**src/inc/blit_pixel_pkg.sv**
```systemverilog
`default_nettype none
// Shared constants and carriers of the block-transfer pixel stage.
package blit_pixel_pkg;

	// Register indices; the bus byte address is four times the index.
	localparam logic [15:0] IDX_KEY_COLOR_LOW       = 16'h1850;
	localparam logic [15:0] IDX_KEY_COLOR_HIGH      = 16'h1852;
	localparam logic [15:0] IDX_FILL_COLOR_LOW      = 16'h1854;
	localparam logic [15:0] IDX_FILL_COLOR_HIGH     = 16'h1856;
	localparam logic [15:0] IDX_EXPAND_START        = 16'h1860;
	localparam logic [15:0] IDX_EXPAND_FORMAT       = 16'h1862;
	localparam logic [15:0] IDX_BLEND_FORMAT        = 16'h1870;
	localparam logic [15:0] IDX_CONSTANT_ALPHA      = 16'h1872;
	localparam logic [15:0] IDX_ALPHA_SELECT        = 16'h1874;
	localparam logic [15:0] IDX_ENGINE_STATUS       = 16'h1878;

	// Field positions inside the registers.
	localparam int START_POS_MSB   = 2;
	localparam int FORMAT_MSB      = 1;
	localparam int CONST_ALPHA_MSB = 7;
	localparam int DST_SEL_LSB     = 8;
	localparam int SRC_SEL_LSB     = 0;

	// Values after reset.
	localparam logic [15:0] ALPHA_SELECT_RESET = 16'h0001;
	localparam logic [31:0] COLOR_RESET        = 32'h0000_0000;

	// Colour depth codes of the engine.
	localparam logic [1:0] DEPTH_8  = 2'h0;
	localparam logic [1:0] DEPTH_16 = 2'h1;
	localparam logic [1:0] DEPTH_32 = 2'h2;

	// Operation codes of the engine.
	localparam logic [2:0] OP_WRITE = 3'h0;
	localparam logic [2:0] OP_MOVE  = 3'h2;
	localparam logic [2:0] OP_FILL  = 3'h3;

	// Expansion index formats.
	localparam logic [1:0] EXP_1BIT = 2'h0;
	localparam logic [1:0] EXP_2BIT = 2'h1;
	localparam logic [1:0] EXP_4BIT = 2'h2;
	localparam logic [1:0] EXP_8BIT = 2'h3;

	// Blend source formats.
	localparam logic [1:0] BLEND_1555 = 2'h0;
	localparam logic [1:0] BLEND_4444 = 2'h1;
	localparam logic [1:0] BLEND_8888 = 2'h2;

	// Alpha factor selectors.
	localparam logic [1:0] SEL_ALPHA       = 2'h0;
	localparam logic [1:0] SEL_INV_ALPHA   = 2'h1;
	localparam logic [1:0] SEL_CONST       = 2'h2;
	localparam logic [1:0] SEL_INV_CONST   = 2'h3;

	// Inputs from the rest of the transfer engine.
	typedef struct packed {
		logic [1:0]  depth;
		logic [2:0]  opcode;
		logic        expand_en;
		logic        blend_en;
		logic        src_addr0;
		logic [15:0] src_word;
		logic [3:0]  slot;
		logic [31:0] src_pixel;
		logic [15:0] dst_pixel;
	} engine_in_t;

	// Results handed back to the transfer engine.
	typedef struct packed {
		logic [31:0] key_color;
		logic [31:0] fill_color;
		logic        fill_active;
		logic [3:0]  start_position;
		logic [7:0]  lut_index;
		logic [15:0] blend_pixel;
	} engine_out_t;

	// Software-visible settings.
	typedef struct packed {
		logic [31:0] key;
		logic [31:0] fill;
		logic [2:0]  start;
		logic [1:0]  exp_fmt;
		logic [1:0]  blend_fmt;
		logic [7:0]  const_alpha;
		logic [1:0]  dst_sel;
		logic [1:0]  src_sel;
	} regs_t;

	// Whole state of the block.
	typedef struct packed {
		regs_t       regs;
		logic        pready;
		logic        pslverr;
		logic [31:0] prdata;
		engine_out_t eng;
	} state_t;

endpackage : blit_pixel_pkg
`default_nettype wire

```
**src/rtl/blit_pixel_stage.sv**
```systemverilog
`timescale 1ns/100ps
`default_nettype none

// Behaviour
// RL1 - key colour masked by colour depth
// RL2 - fill colour driven for solid fill
// RL3 - start position only for 1-bit expansion
// RL4 - start is address bit 0 plus setting
// RL5 - software keeps start zero for wide indices
// RL6 - expansion runs from most significant field
// RL7 - 1-bit source word is byte swapped
// RL8 - wider index fields are bit reversed
// RL9 - format field selects 1/2/4/8-bit indices
// RL10 - blending uses its own source format
// RL11 - blend formats 1555, 4444, 8888 onto 565
// RL12 - eight-bit constant alpha is held
// RL13 - constant alpha bit 0 is ignored
// RL14 - output is weighted sum of both colours
// RL15 - selectors in bits 9-8 and 1-0
// RL16 - software uses complementary selector pairs
// RL17 - selector decodes alpha, inverse, constant, inverse
// RL18 - reserved blend format gives undefined output
module blit_pixel_stage (
	input  wire logic                       pclk,
	input  wire logic                       presetn,
	input  wire logic [17:0]                paddr,
	input  wire logic                       psel,
	input  wire logic                       penable,
	input  wire logic                       pwrite,
	input  wire logic [31:0]                pwdata,
	output logic      [31:0]                prdata,
	output logic                            pready,
	output logic                            pslverr,
	input  wire blit_pixel_pkg::engine_in_t eng_in,
	output var blit_pixel_pkg::engine_out_t eng_out
);
	import blit_pixel_pkg::*;

	state_t st;       // Present state, all in flip-flops.
	state_t next_st;  // Value the state takes at the next edge.

	// Widen a narrow channel to eight bits by repeating its top bits.
	function automatic logic [7:0] widen5(input logic [4:0] c);
		return {c, c[4:2]};
	endfunction : widen5

	function automatic logic [7:0] widen6(input logic [5:0] c);
		return {c, c[5:4]};
	endfunction : widen6

	// Mix one channel; the sum is scaled by 1/256 and saturates.
	function automatic logic [7:0] mix(input logic [7:0] sa,
		input logic [7:0] sc, input logic [7:0] da, input logic [7:0] dc);
		logic [15:0] p;
		logic [15:0] q;
		logic [16:0] s;
		p = 16'(sa) * 16'(sc);
		q = 16'(da) * 16'(dc);
		s = 17'(p) + 17'(q);
		return s[16] ? 8'hff : s[15:8];
	endfunction : mix

	// Pick one blend factor from a two-bit selector.
	function automatic logic [7:0] factor(input logic [1:0] sel,
		input logic [7:0] pix_a, input logic [7:0] con_a);
		logic [7:0] f;
		f = 8'h00;
		// RL17 selector decode
		case (sel)
			SEL_ALPHA:     f = pix_a;
			SEL_INV_ALPHA: f = 8'hff - pix_a;
			SEL_CONST:     f = con_a;
			SEL_INV_CONST: f = 8'hff - con_a;
			default:       f = 8'h00;
		endcase
		return f;
	endfunction : factor

	// Reverse the bit order of a byte.
	function automatic logic [7:0] rev8(input logic [7:0] v);
		logic [7:0] r;
		r = 8'h00;
		for (int i = 0; i < 8; i++) begin
			r[i] = v[7 - i];
		end
		return r;
	endfunction : rev8

	// Combinational helpers of the register decode and the pixel path.
	logic [15:0] reg_index;     // Register index from the byte address.
	logic        addr_hit;      // Address names a mapped register.
	logic [31:0] read_word;     // Read data of the addressed register.
	logic [3:0]  eff_start;     // Address bit 0 plus programmed start.
	logic        start_apply;   // Start position is honoured.
	logic [15:0] shifted;       // Source word moved to the active field.
	logic [7:0]  index;         // Lookup index of the current slot.
	logic [7:0]  src_a;         // Source channels widened to eight bits.
	logic [7:0]  src_r;
	logic [7:0]  src_g;
	logic [7:0]  src_b;
	logic [7:0]  con_a;         // Constant alpha with bit 0 dropped.
	logic [7:0]  fa_src;        // Source factor.
	logic [7:0]  fa_dst;        // Destination factor.
	logic [7:0]  out_r;
	logic [7:0]  out_g;
	logic [7:0]  out_b;

	assign reg_index = paddr[17:2];

	// Address decode and read multiplexer of the register file.
	always_comb begin
		addr_hit  = 1'b1;
		read_word = 32'h0000_0000;
		case (reg_index)
			IDX_KEY_COLOR_LOW:   read_word = {16'h0000, st.regs.key[15:0]};
			IDX_KEY_COLOR_HIGH:  read_word = {16'h0000, st.regs.key[31:16]};
			IDX_FILL_COLOR_LOW:  read_word = {16'h0000, st.regs.fill[15:0]};
			IDX_FILL_COLOR_HIGH: read_word = {16'h0000, st.regs.fill[31:16]};
			IDX_EXPAND_START:    read_word = {29'h0, st.regs.start};
			IDX_EXPAND_FORMAT:   read_word = {30'h0, st.regs.exp_fmt};
			IDX_BLEND_FORMAT:    read_word = {30'h0, st.regs.blend_fmt};
			IDX_CONSTANT_ALPHA:  read_word = {24'h0, st.regs.const_alpha};
			IDX_ALPHA_SELECT: begin
				read_word = {22'h0, st.regs.dst_sel, 6'h00, st.regs.src_sel};
			end
			// Read-only view of what the pixel path is using now.
			IDX_ENGINE_STATUS: begin
				read_word = {27'h0, st.eng.fill_active, st.eng.start_position};
			end
			default: addr_hit = 1'b0;
		endcase
	end

	// Expansion start position and lookup index of one slot.
	always_comb begin
		// RL4 start position sum
		eff_start   = 4'(eng_in.src_addr0) + 4'(st.regs.start);
		// RL3 start position gating
		start_apply = eng_in.expand_en && (st.regs.exp_fmt == EXP_1BIT)
			&& (eng_in.opcode == OP_WRITE || eng_in.opcode == OP_MOVE);
		shifted = 16'h0000;
		index   = 8'h00;
		// RL6 most significant field first
		// RL9 index format decode
		case (st.regs.exp_fmt)
			EXP_1BIT: begin
				// RL7 byte swap for 1-bit
				shifted = {eng_in.src_word[7:0], eng_in.src_word[15:8]}
					<< (eng_in.slot + (start_apply ? eff_start : 4'h0));
				index = {7'h00, shifted[15]};
			end
			EXP_2BIT: begin
				// RL8 reversed 2-bit field
				shifted = eng_in.src_word << {eng_in.slot[2:0], 1'b0};
				index = {6'h00, shifted[14], shifted[15]};
			end
			EXP_4BIT: begin
				// RL8 reversed 4-bit field
				shifted = eng_in.src_word << {eng_in.slot[1:0], 2'b00};
				index = {4'h0, shifted[12], shifted[13], shifted[14], shifted[15]};
			end
			EXP_8BIT: begin
				// RL8 reversed 8-bit field
				shifted = eng_in.src_word << {eng_in.slot[0], 3'b000};
				index = rev8(shifted[15:8]);
			end
			default: index = 8'h00;
		endcase
	end

	// Blend datapath: source channels, factors and weighted sum.
	always_comb begin
		src_a = 8'h00;
		src_r = 8'h00;
		src_g = 8'h00;
		src_b = 8'h00;
		// RL10 blend format used
		// RL11 blend format decode
		case (st.regs.blend_fmt)
			BLEND_1555: begin
				src_a = eng_in.src_pixel[15] ? 8'hff : 8'h00;
				src_r = widen5(eng_in.src_pixel[14:10]);
				src_g = widen5(eng_in.src_pixel[9:5]);
				src_b = widen5(eng_in.src_pixel[4:0]);
			end
			BLEND_4444: begin
				src_a = {2{eng_in.src_pixel[15:12]}};
				src_r = {2{eng_in.src_pixel[11:8]}};
				src_g = {2{eng_in.src_pixel[7:4]}};
				src_b = {2{eng_in.src_pixel[3:0]}};
			end
			BLEND_8888: begin
				src_a = eng_in.src_pixel[31:24];
				src_r = eng_in.src_pixel[23:16];
				src_g = eng_in.src_pixel[15:8];
				src_b = eng_in.src_pixel[7:0];
			end
			// RL18 reserved format output
			default: src_a = 8'h00;
		endcase
		// RL13 constant alpha lsb dropped
		con_a  = {st.regs.const_alpha[7:1], 1'b0};
		// RL12 constant alpha combined
		fa_src = factor(st.regs.src_sel, src_a, con_a);
		fa_dst = factor(st.regs.dst_sel, src_a, con_a);
		// RL14 weighted channel sum
		out_r = mix(fa_src, src_r, fa_dst, widen5(eng_in.dst_pixel[15:11]));
		out_g = mix(fa_src, src_g, fa_dst, widen6(eng_in.dst_pixel[10:5]));
		out_b = mix(fa_src, src_b, fa_dst, widen5(eng_in.dst_pixel[4:0]));
	end

	// Next state: bus slave with one wait state, then the pixel results.
	// The wait state lets the read data come from a flip-flop.
	always_comb begin
		next_st = st;
		next_st.pready  = 1'b0;
		next_st.pslverr = 1'b0;
		if (psel && penable && !st.pready) begin
			// First access cycle: answer at the next edge.
			next_st.pready  = 1'b1;
			next_st.pslverr = !addr_hit;
			next_st.prdata  = pwrite ? 32'h0000_0000 : read_word;
		end
		if (psel && penable && st.pready && pwrite) begin
			// Writes take effect on the edge that completes the transfer.
			case (reg_index)
				IDX_KEY_COLOR_LOW:   next_st.regs.key[15:0]   = pwdata[15:0];
				IDX_KEY_COLOR_HIGH:  next_st.regs.key[31:16]  = pwdata[15:0];
				IDX_FILL_COLOR_LOW:  next_st.regs.fill[15:0]  = pwdata[15:0];
				IDX_FILL_COLOR_HIGH: next_st.regs.fill[31:16] = pwdata[15:0];
				IDX_EXPAND_START: begin
					next_st.regs.start = pwdata[START_POS_MSB:0];
				end
				IDX_EXPAND_FORMAT: begin
					next_st.regs.exp_fmt = pwdata[FORMAT_MSB:0];
				end
				IDX_BLEND_FORMAT: begin
					next_st.regs.blend_fmt = pwdata[FORMAT_MSB:0];
				end
				IDX_CONSTANT_ALPHA: begin
					next_st.regs.const_alpha = pwdata[CONST_ALPHA_MSB:0];
				end
				// RL15 selector fields
				IDX_ALPHA_SELECT: begin
					next_st.regs.dst_sel = pwdata[DST_SEL_LSB +: 2];
					next_st.regs.src_sel = pwdata[SRC_SEL_LSB +: 2];
				end
				default: next_st.regs = st.regs;
			endcase
		end
		// RL1 key colour depth mask
		case (eng_in.depth)
			DEPTH_32: next_st.eng.key_color = st.regs.key;
			DEPTH_16: next_st.eng.key_color = {16'h0000, st.regs.key[15:0]};
			default:  next_st.eng.key_color = {24'h0, st.regs.key[7:0]};
		endcase
		// RL2 fill colour for fill
		next_st.eng.fill_active = (eng_in.opcode == OP_FILL);
		case (eng_in.depth)
			DEPTH_32: next_st.eng.fill_color = st.regs.fill;
			DEPTH_16: next_st.eng.fill_color = {16'h0000, st.regs.fill[15:0]};
			default:  next_st.eng.fill_color = {24'h0, st.regs.fill[7:0]};
		endcase
		if (eng_in.opcode != OP_FILL) begin
			next_st.eng.fill_color = 32'h0000_0000;
		end
		// RL3 start position output
		next_st.eng.start_position = start_apply ? eff_start : 4'h0;
		next_st.eng.lut_index      = index;
		// Without blending the destination passes through untouched.
		next_st.eng.blend_pixel = eng_in.blend_en
			? {out_r[7:3], out_g[7:2], out_b[7:3]} : eng_in.dst_pixel;
	end

	// State register; reset leaves everything at its documented value.
	always_ff @(posedge pclk or negedge presetn) begin
		if (!presetn) begin
			st <= '0;
			st.regs.key  <= COLOR_RESET;
			st.regs.fill <= COLOR_RESET;
			st.regs.dst_sel <= ALPHA_SELECT_RESET[DST_SEL_LSB +: 2];
			st.regs.src_sel <= ALPHA_SELECT_RESET[SRC_SEL_LSB +: 2];
		end else begin
			st <= next_st;
		end
	end

	assign prdata  = st.prdata;
	assign pready  = st.pready;
	assign pslverr = st.pslverr;
	assign eng_out = st.eng;
endmodule : blit_pixel_stage
`default_nettype wire

```
**config.mk**
```make
export PLATFORM = sky130hd
export DESIGN_NAME = blit_pixel_stage
export DESIGN_NICKNAME = d
export VERILOG_FILES = /design/src/inc/blit_pixel_pkg.sv /design/src/rtl/blit_pixel_stage.sv
export SDC_FILE = /design/constraint.sdc
export NUM_CORES = 1
export LEC_CHECK = 0
export BUFFER_PORTS_ARGS = -buffer_cell sky130_fd_sc_hd__buf_2
export CAP_MARGIN = 10
export CORE_MARGIN = 8
export CORE_UTILIZATION = 58
export DETAILED_ROUTE_END_ITERATION = 10
export PLACE_DENSITY_LB_ADDON = 0.15
export SYNTH_ARGS = -nofsm -noshare
export SYNTH_HDL_FRONTEND = slang
export SYNTH_SLANG_ARGS = --single-unit
```
**constraint.sdc**
```tcl
create_clock -name pclk -period 11.7 [get_ports pclk]
set_input_delay 2.34 -clock pclk [delete_from_list [all_inputs] [get_ports pclk]]
set_output_delay 2.34 -clock pclk [all_outputs]
set_load 0.03 [all_outputs]
```
# After elaboration in Yosys (flattened, before gate mapping)
# Cells that the tools add are included.
# W data, S select, Z words.
# word_totals
regBits,210
output_inout_bits,127
word_cells,106
# classes
add_sub_neg,7
multipliers,6
n_eq_ne,26
shifts,4
muxes,20
reduce_logical,24
# ops
cell,n
$eq A16 B13 Y1 const B,10
$pmux W16 S10,1
$pmux W32 S2,2
$mul A8 B8 Y16,6
$pmux W8 S3,4
$pmux W8 S4,3
$mux W32,2
$shl A16 B4 Y16,4
$add A16 B16 Y17,3
$mux W34,1
$mux W8,4
$reduce_and A2 Y1,9
$eq A2 B2 Y1 const B,8
$mux W16,1
$sub A8 B8 Y8 const A,2
$eq A2 B1 Y1 const B,5
$reduce_or A10 Y1,1
$logic_not A2 Y1,4
$eq A3 B2 Y1 const B,2
$logic_and A1 B1 Y1,6
$add A1 B3 Y4,1
$add A4 B4 Y4,1
$mux W4,1
$logic_not A3 Y1,1
4 further kinds,5

# Logic depth before layout (Yosys ltp)
# logic_depth
word_depth,8
mapped_depth,31
ltp_nobuf,28

# Worst setup path after synthesis
# No wires, ideal clock.
# synth_path
path_type,input to register
startpoint,input port eng_in[31] (netlist name)
endpoint,"register st, in the netlist eng_out[15]"
arrival_ps,9035
t_required_ps,11574
path_slack_ps,2538
cell_stages,28
n_path_buf,2
cell_sequence,nor2b_1 -> clkbuf_1 -> a211oi_1 -> a21o_1 -> nor2_1 -> a21oi_1 -> xor2_1 -> clkbuf_1 -> nor2_1 -> fa_1 -> inv_1 -> fa_1 -> inv_1 -> fa_1 -> fa_1 -> fa_1 -> inv_1 -> fa_1 -> inv_1 -> ha_1 -> a2111oi_0 -> o21ai_0 -> a31oi_1 -> o21bai_1 -> a2111oi_0 -> nor3_1 -> nand3b_1 -> o32a_1
# synth_lines
element,line,text
"start, declared",blit_pixel_stage.sv:34,"input wire blit_pixel_pkg::engine_in_t eng_in,"
"end signal, assigned",blit_pixel_stage.sv:284,st <= next_st;
"end, declared",blit_pixel_stage.sv:39,state_t st;

==> flow_summary.json <==
{
  "status": "finished, final reports clean",
  "dieArea_um2": 44700,
  "nFillCells": 3176,
  "nNetsFinal": 2919,
  "tritoncts": "built",
  "maxCapViolations": 0,
  "fin_crit_sh_pct": 83.7,
  "dpl.cell_count": 2800,
  "intPower_mw": 2.45,
  "ant_nets": 0,
  "viasPerCell": 5.56,
  "io_buffers": 223,
  "final_core_util_pct": 62.6,
  "pwr-share-comb_pct": 70.9,
  "hold_viol": 0,
  "seqPwrFrac_pct": 15.4,
  "synth_flop_cell": "dfrtp_1",
  "synthTopCellsByCount": "inv_1, fa_1, dfrtp_1, ha_1, nor2_1",
  "skew_ns": 0.0136,
  "num_vias": 15800,
  "start_util_pct": 58.8,
  "clk_latency_ns": 0.46,
  "synth_enable_flop_cells": 0,
  "cts_root_buffer": "clkbuf_16",
  "async_flop_share_pct": 100,
  "syn_avg_cell_area_um2": 9.95,
  "path_class": "input pin to register",
  "wl_per_cell_um": 19.9,
  "fmax_ghz": 0.102,
  "cts_buffer_depth": 2,
  "path_clk_slew_ns": 0.08,
  "rsz0062_at_grt": "false",
  "place_area_um2": 22900,
  "cts-resized-gates": 0,
  "vdd_drop_max_v": 0.000464,
  "crit_arrival_ns": 10.18,
  "slew_headroom_pct": 22.9,
  "track_usage_pct": 25.7,
  "cts_buffers": 17,
  "place_ws_ns": 1.57,
  "stdcell_count": 2835,
  "tightestPinTransition_ns": 1.16,
  "gp_congestion": 0.910,
  "setup_viol": 0,
  "hp-class": "register to register",
  "yosysTopAreaCell": "fa_1",
  "routed_wl_mm": 56.6,
  "p_leak_nw": 12.9,
  "die_y_um": 211,
  "cts_setup_buffers": 0,
  "grt_max_degree": 117,
  "drive_gt1_share_pct": 17.5,
  "synth_most_common_cell": "inv_1",
  "post-route-min-period_ns": 9.79,
  "globalRouteOverflowTotal": 0,
  "synthDominantCellAreaShare_pct": 26.0,
  "netlist_area_um2": 22100,
  "cts.hold.buffers_added": 0,
  "grt_pass1_wl_mm": 89.9,
  "syn_inst": 2225,
  "row_count": 71,
  "drtIter0Drc": 1285,
  "cp_max_fo": 13,
  "die_w_um": 211,
  "synthTopCellsByArea": "fa_1, dfrtp_1, ha_1",
  "p_sw_share_pct": 47.2,
  "htree_levels": 4,
  "setup_tns_ns": 0,
  "power_mw": 4.64,
  "r2r_setup_slack_ns": 2.65,
  "seq_area_frac_synth_pct": 21.9,
  "syn2layout_area_growth_pct": 6.59,
  "core_um2": 37700,
  "grt_pass1_vias": 16800,
  "p_switching_mw": 2.19,
  "synth_cell_type_count": 76,
  "startpoint_type": "input pin",
  "setup_slack_ns": 1.91,
  "required_ns": 12.09,
  "dr.pass1.iters": 6,
  "io_pins": 258,
  "antenna_found_initial": 1,
  "hpwl_mm": 45.9,
  "numClockSinks": 194,
  "drv_slew": 0,
  "fin_area_um2": 23600,
  "p_per_area_nw_per_um2": 196,
  "clkPwrFrac_pct": 13.6,
  "ys_warn_count": 0,
  "synth-seq-cells": 194,
  "fin_worst_hold_slack_ns": 0.402,
  "endpoint_kind": "register",
  "drc_errors": 0
}
## cell type report
cell class / instances / area [µm²] / share of cell area [%]
Clock inverter: 15 / 220 / 0.933
Inverter: 400 / 1500 / 6.36
Timing Repair Buffer: 249 / 1320 / 5.60
Tap cell: 511 / 639 / 2.71
Clock buffer: 17 / 425 / 1.80
Sequential cell: 194 / 4860 / 20.6
Multi-Input combinational cell: 1446 / 14600 / 62.0
Antenna cell: 3 / 7.51 / 0.0318
## worst paths after layout
path                             from           to  depth (start not counted)
setup / recovery           eng_in[31]   eng_out[7]                         26
hold / removal                st[183]  eng_out[66]                          0
setup reg to reg              st[139]   eng_out[7]                         25
hold reg to reg               st[183]  eng_out[66]                          0
max in group asynchronous     presetn      st[140]                          2
min in group asynchronous     presetn   eng_out[0]                          1
## metal layers
metal | global-route usage, % | part of all wire [%]
met5 | 0 | 0
met4 | 7.48 | 2.3
met3 | 4.44 | 6.4
met2 | 42.8 | 49
met1 | 34.3 | 43
## cells by family (layout without fill, tap and decap cells)
logic type,count (synthesis),in the layout,share of synthesized area [%]
XOR/XNOR,39,39,1.54
multiplexers,129,129,6.90
other,1,19,0.0169
AO/OA/AOI/OAI,217,217,7.18
buffers and inverters,600,681,12.4
flip-flops,194,194,21.9
AND/OR/NAND/NOR,565,565,13.1
adder cells (fa/ha/maj),480,480,36.9
## power by group through the flow
| stage | combinational [mW] | sequential, mW | clock (mW) |
|---|---|---|---|
| detailed placement | 3.29 | 0.728 | 0 |
| finish | 3.29 | 0.715 | 0.633 |
| global route | 3.78 | 0.718 | 0.667 |
| floorplan | 2.55 | 0.729 | 0 |
| CTS | 3.32 | 0.715 | 0.647 |
| global placement | 3.18 | 0.728 | 0 |
## registers in the layout (all words and copies together) (netlist names)
register	cells
con_a	7
eng_out	93
prdata	16
pready	1
pslverr	1
st	76
## placed cells by master (no fill, tap or decap), types with 17 or more instances in the layout
cell       instances
nand2_1          138
a222oi_1          21
xnor2_1           22
o21a_1            26
mux2_1            23
and2_1            94
nand2b_1          32
ha_1             193
nor2_1           149
dfrtp_1          191
buf_2            222
buf_4             26
and3_1            41
fa_1             287
o21ai_0           37
a21oi_1           40
inv_1            400
mux2i_1           32
mux2_2            63
clkbuf_16         17
## worst max-delay path: stages
cell and delay, ns:
buf_2 0.15, nor2b_1 0.48, a21oi_1 0.07, o21ai_0 0.24, mux2i_1 0.16, xor2_2 0.63
buf_4 0.33, or2_2 0.15, fa_1 0.41, fa_1 0.49, inv_1 0.05, fa_1 0.49
fa_1 0.51, fa_1 0.50, inv_1 0.05, fa_1 0.49, inv_1 0.04, ha_1 0.31
a21oi_1 0.16, a31oi_1 0.14, a211oi_1 0.63, o311a_4 0.35, nor2_4 0.05, a221oi_2 0.28
mux2i_2 0.42, o22a_1 0.23
Note: power is estimated with default switching activity, not from simulation.
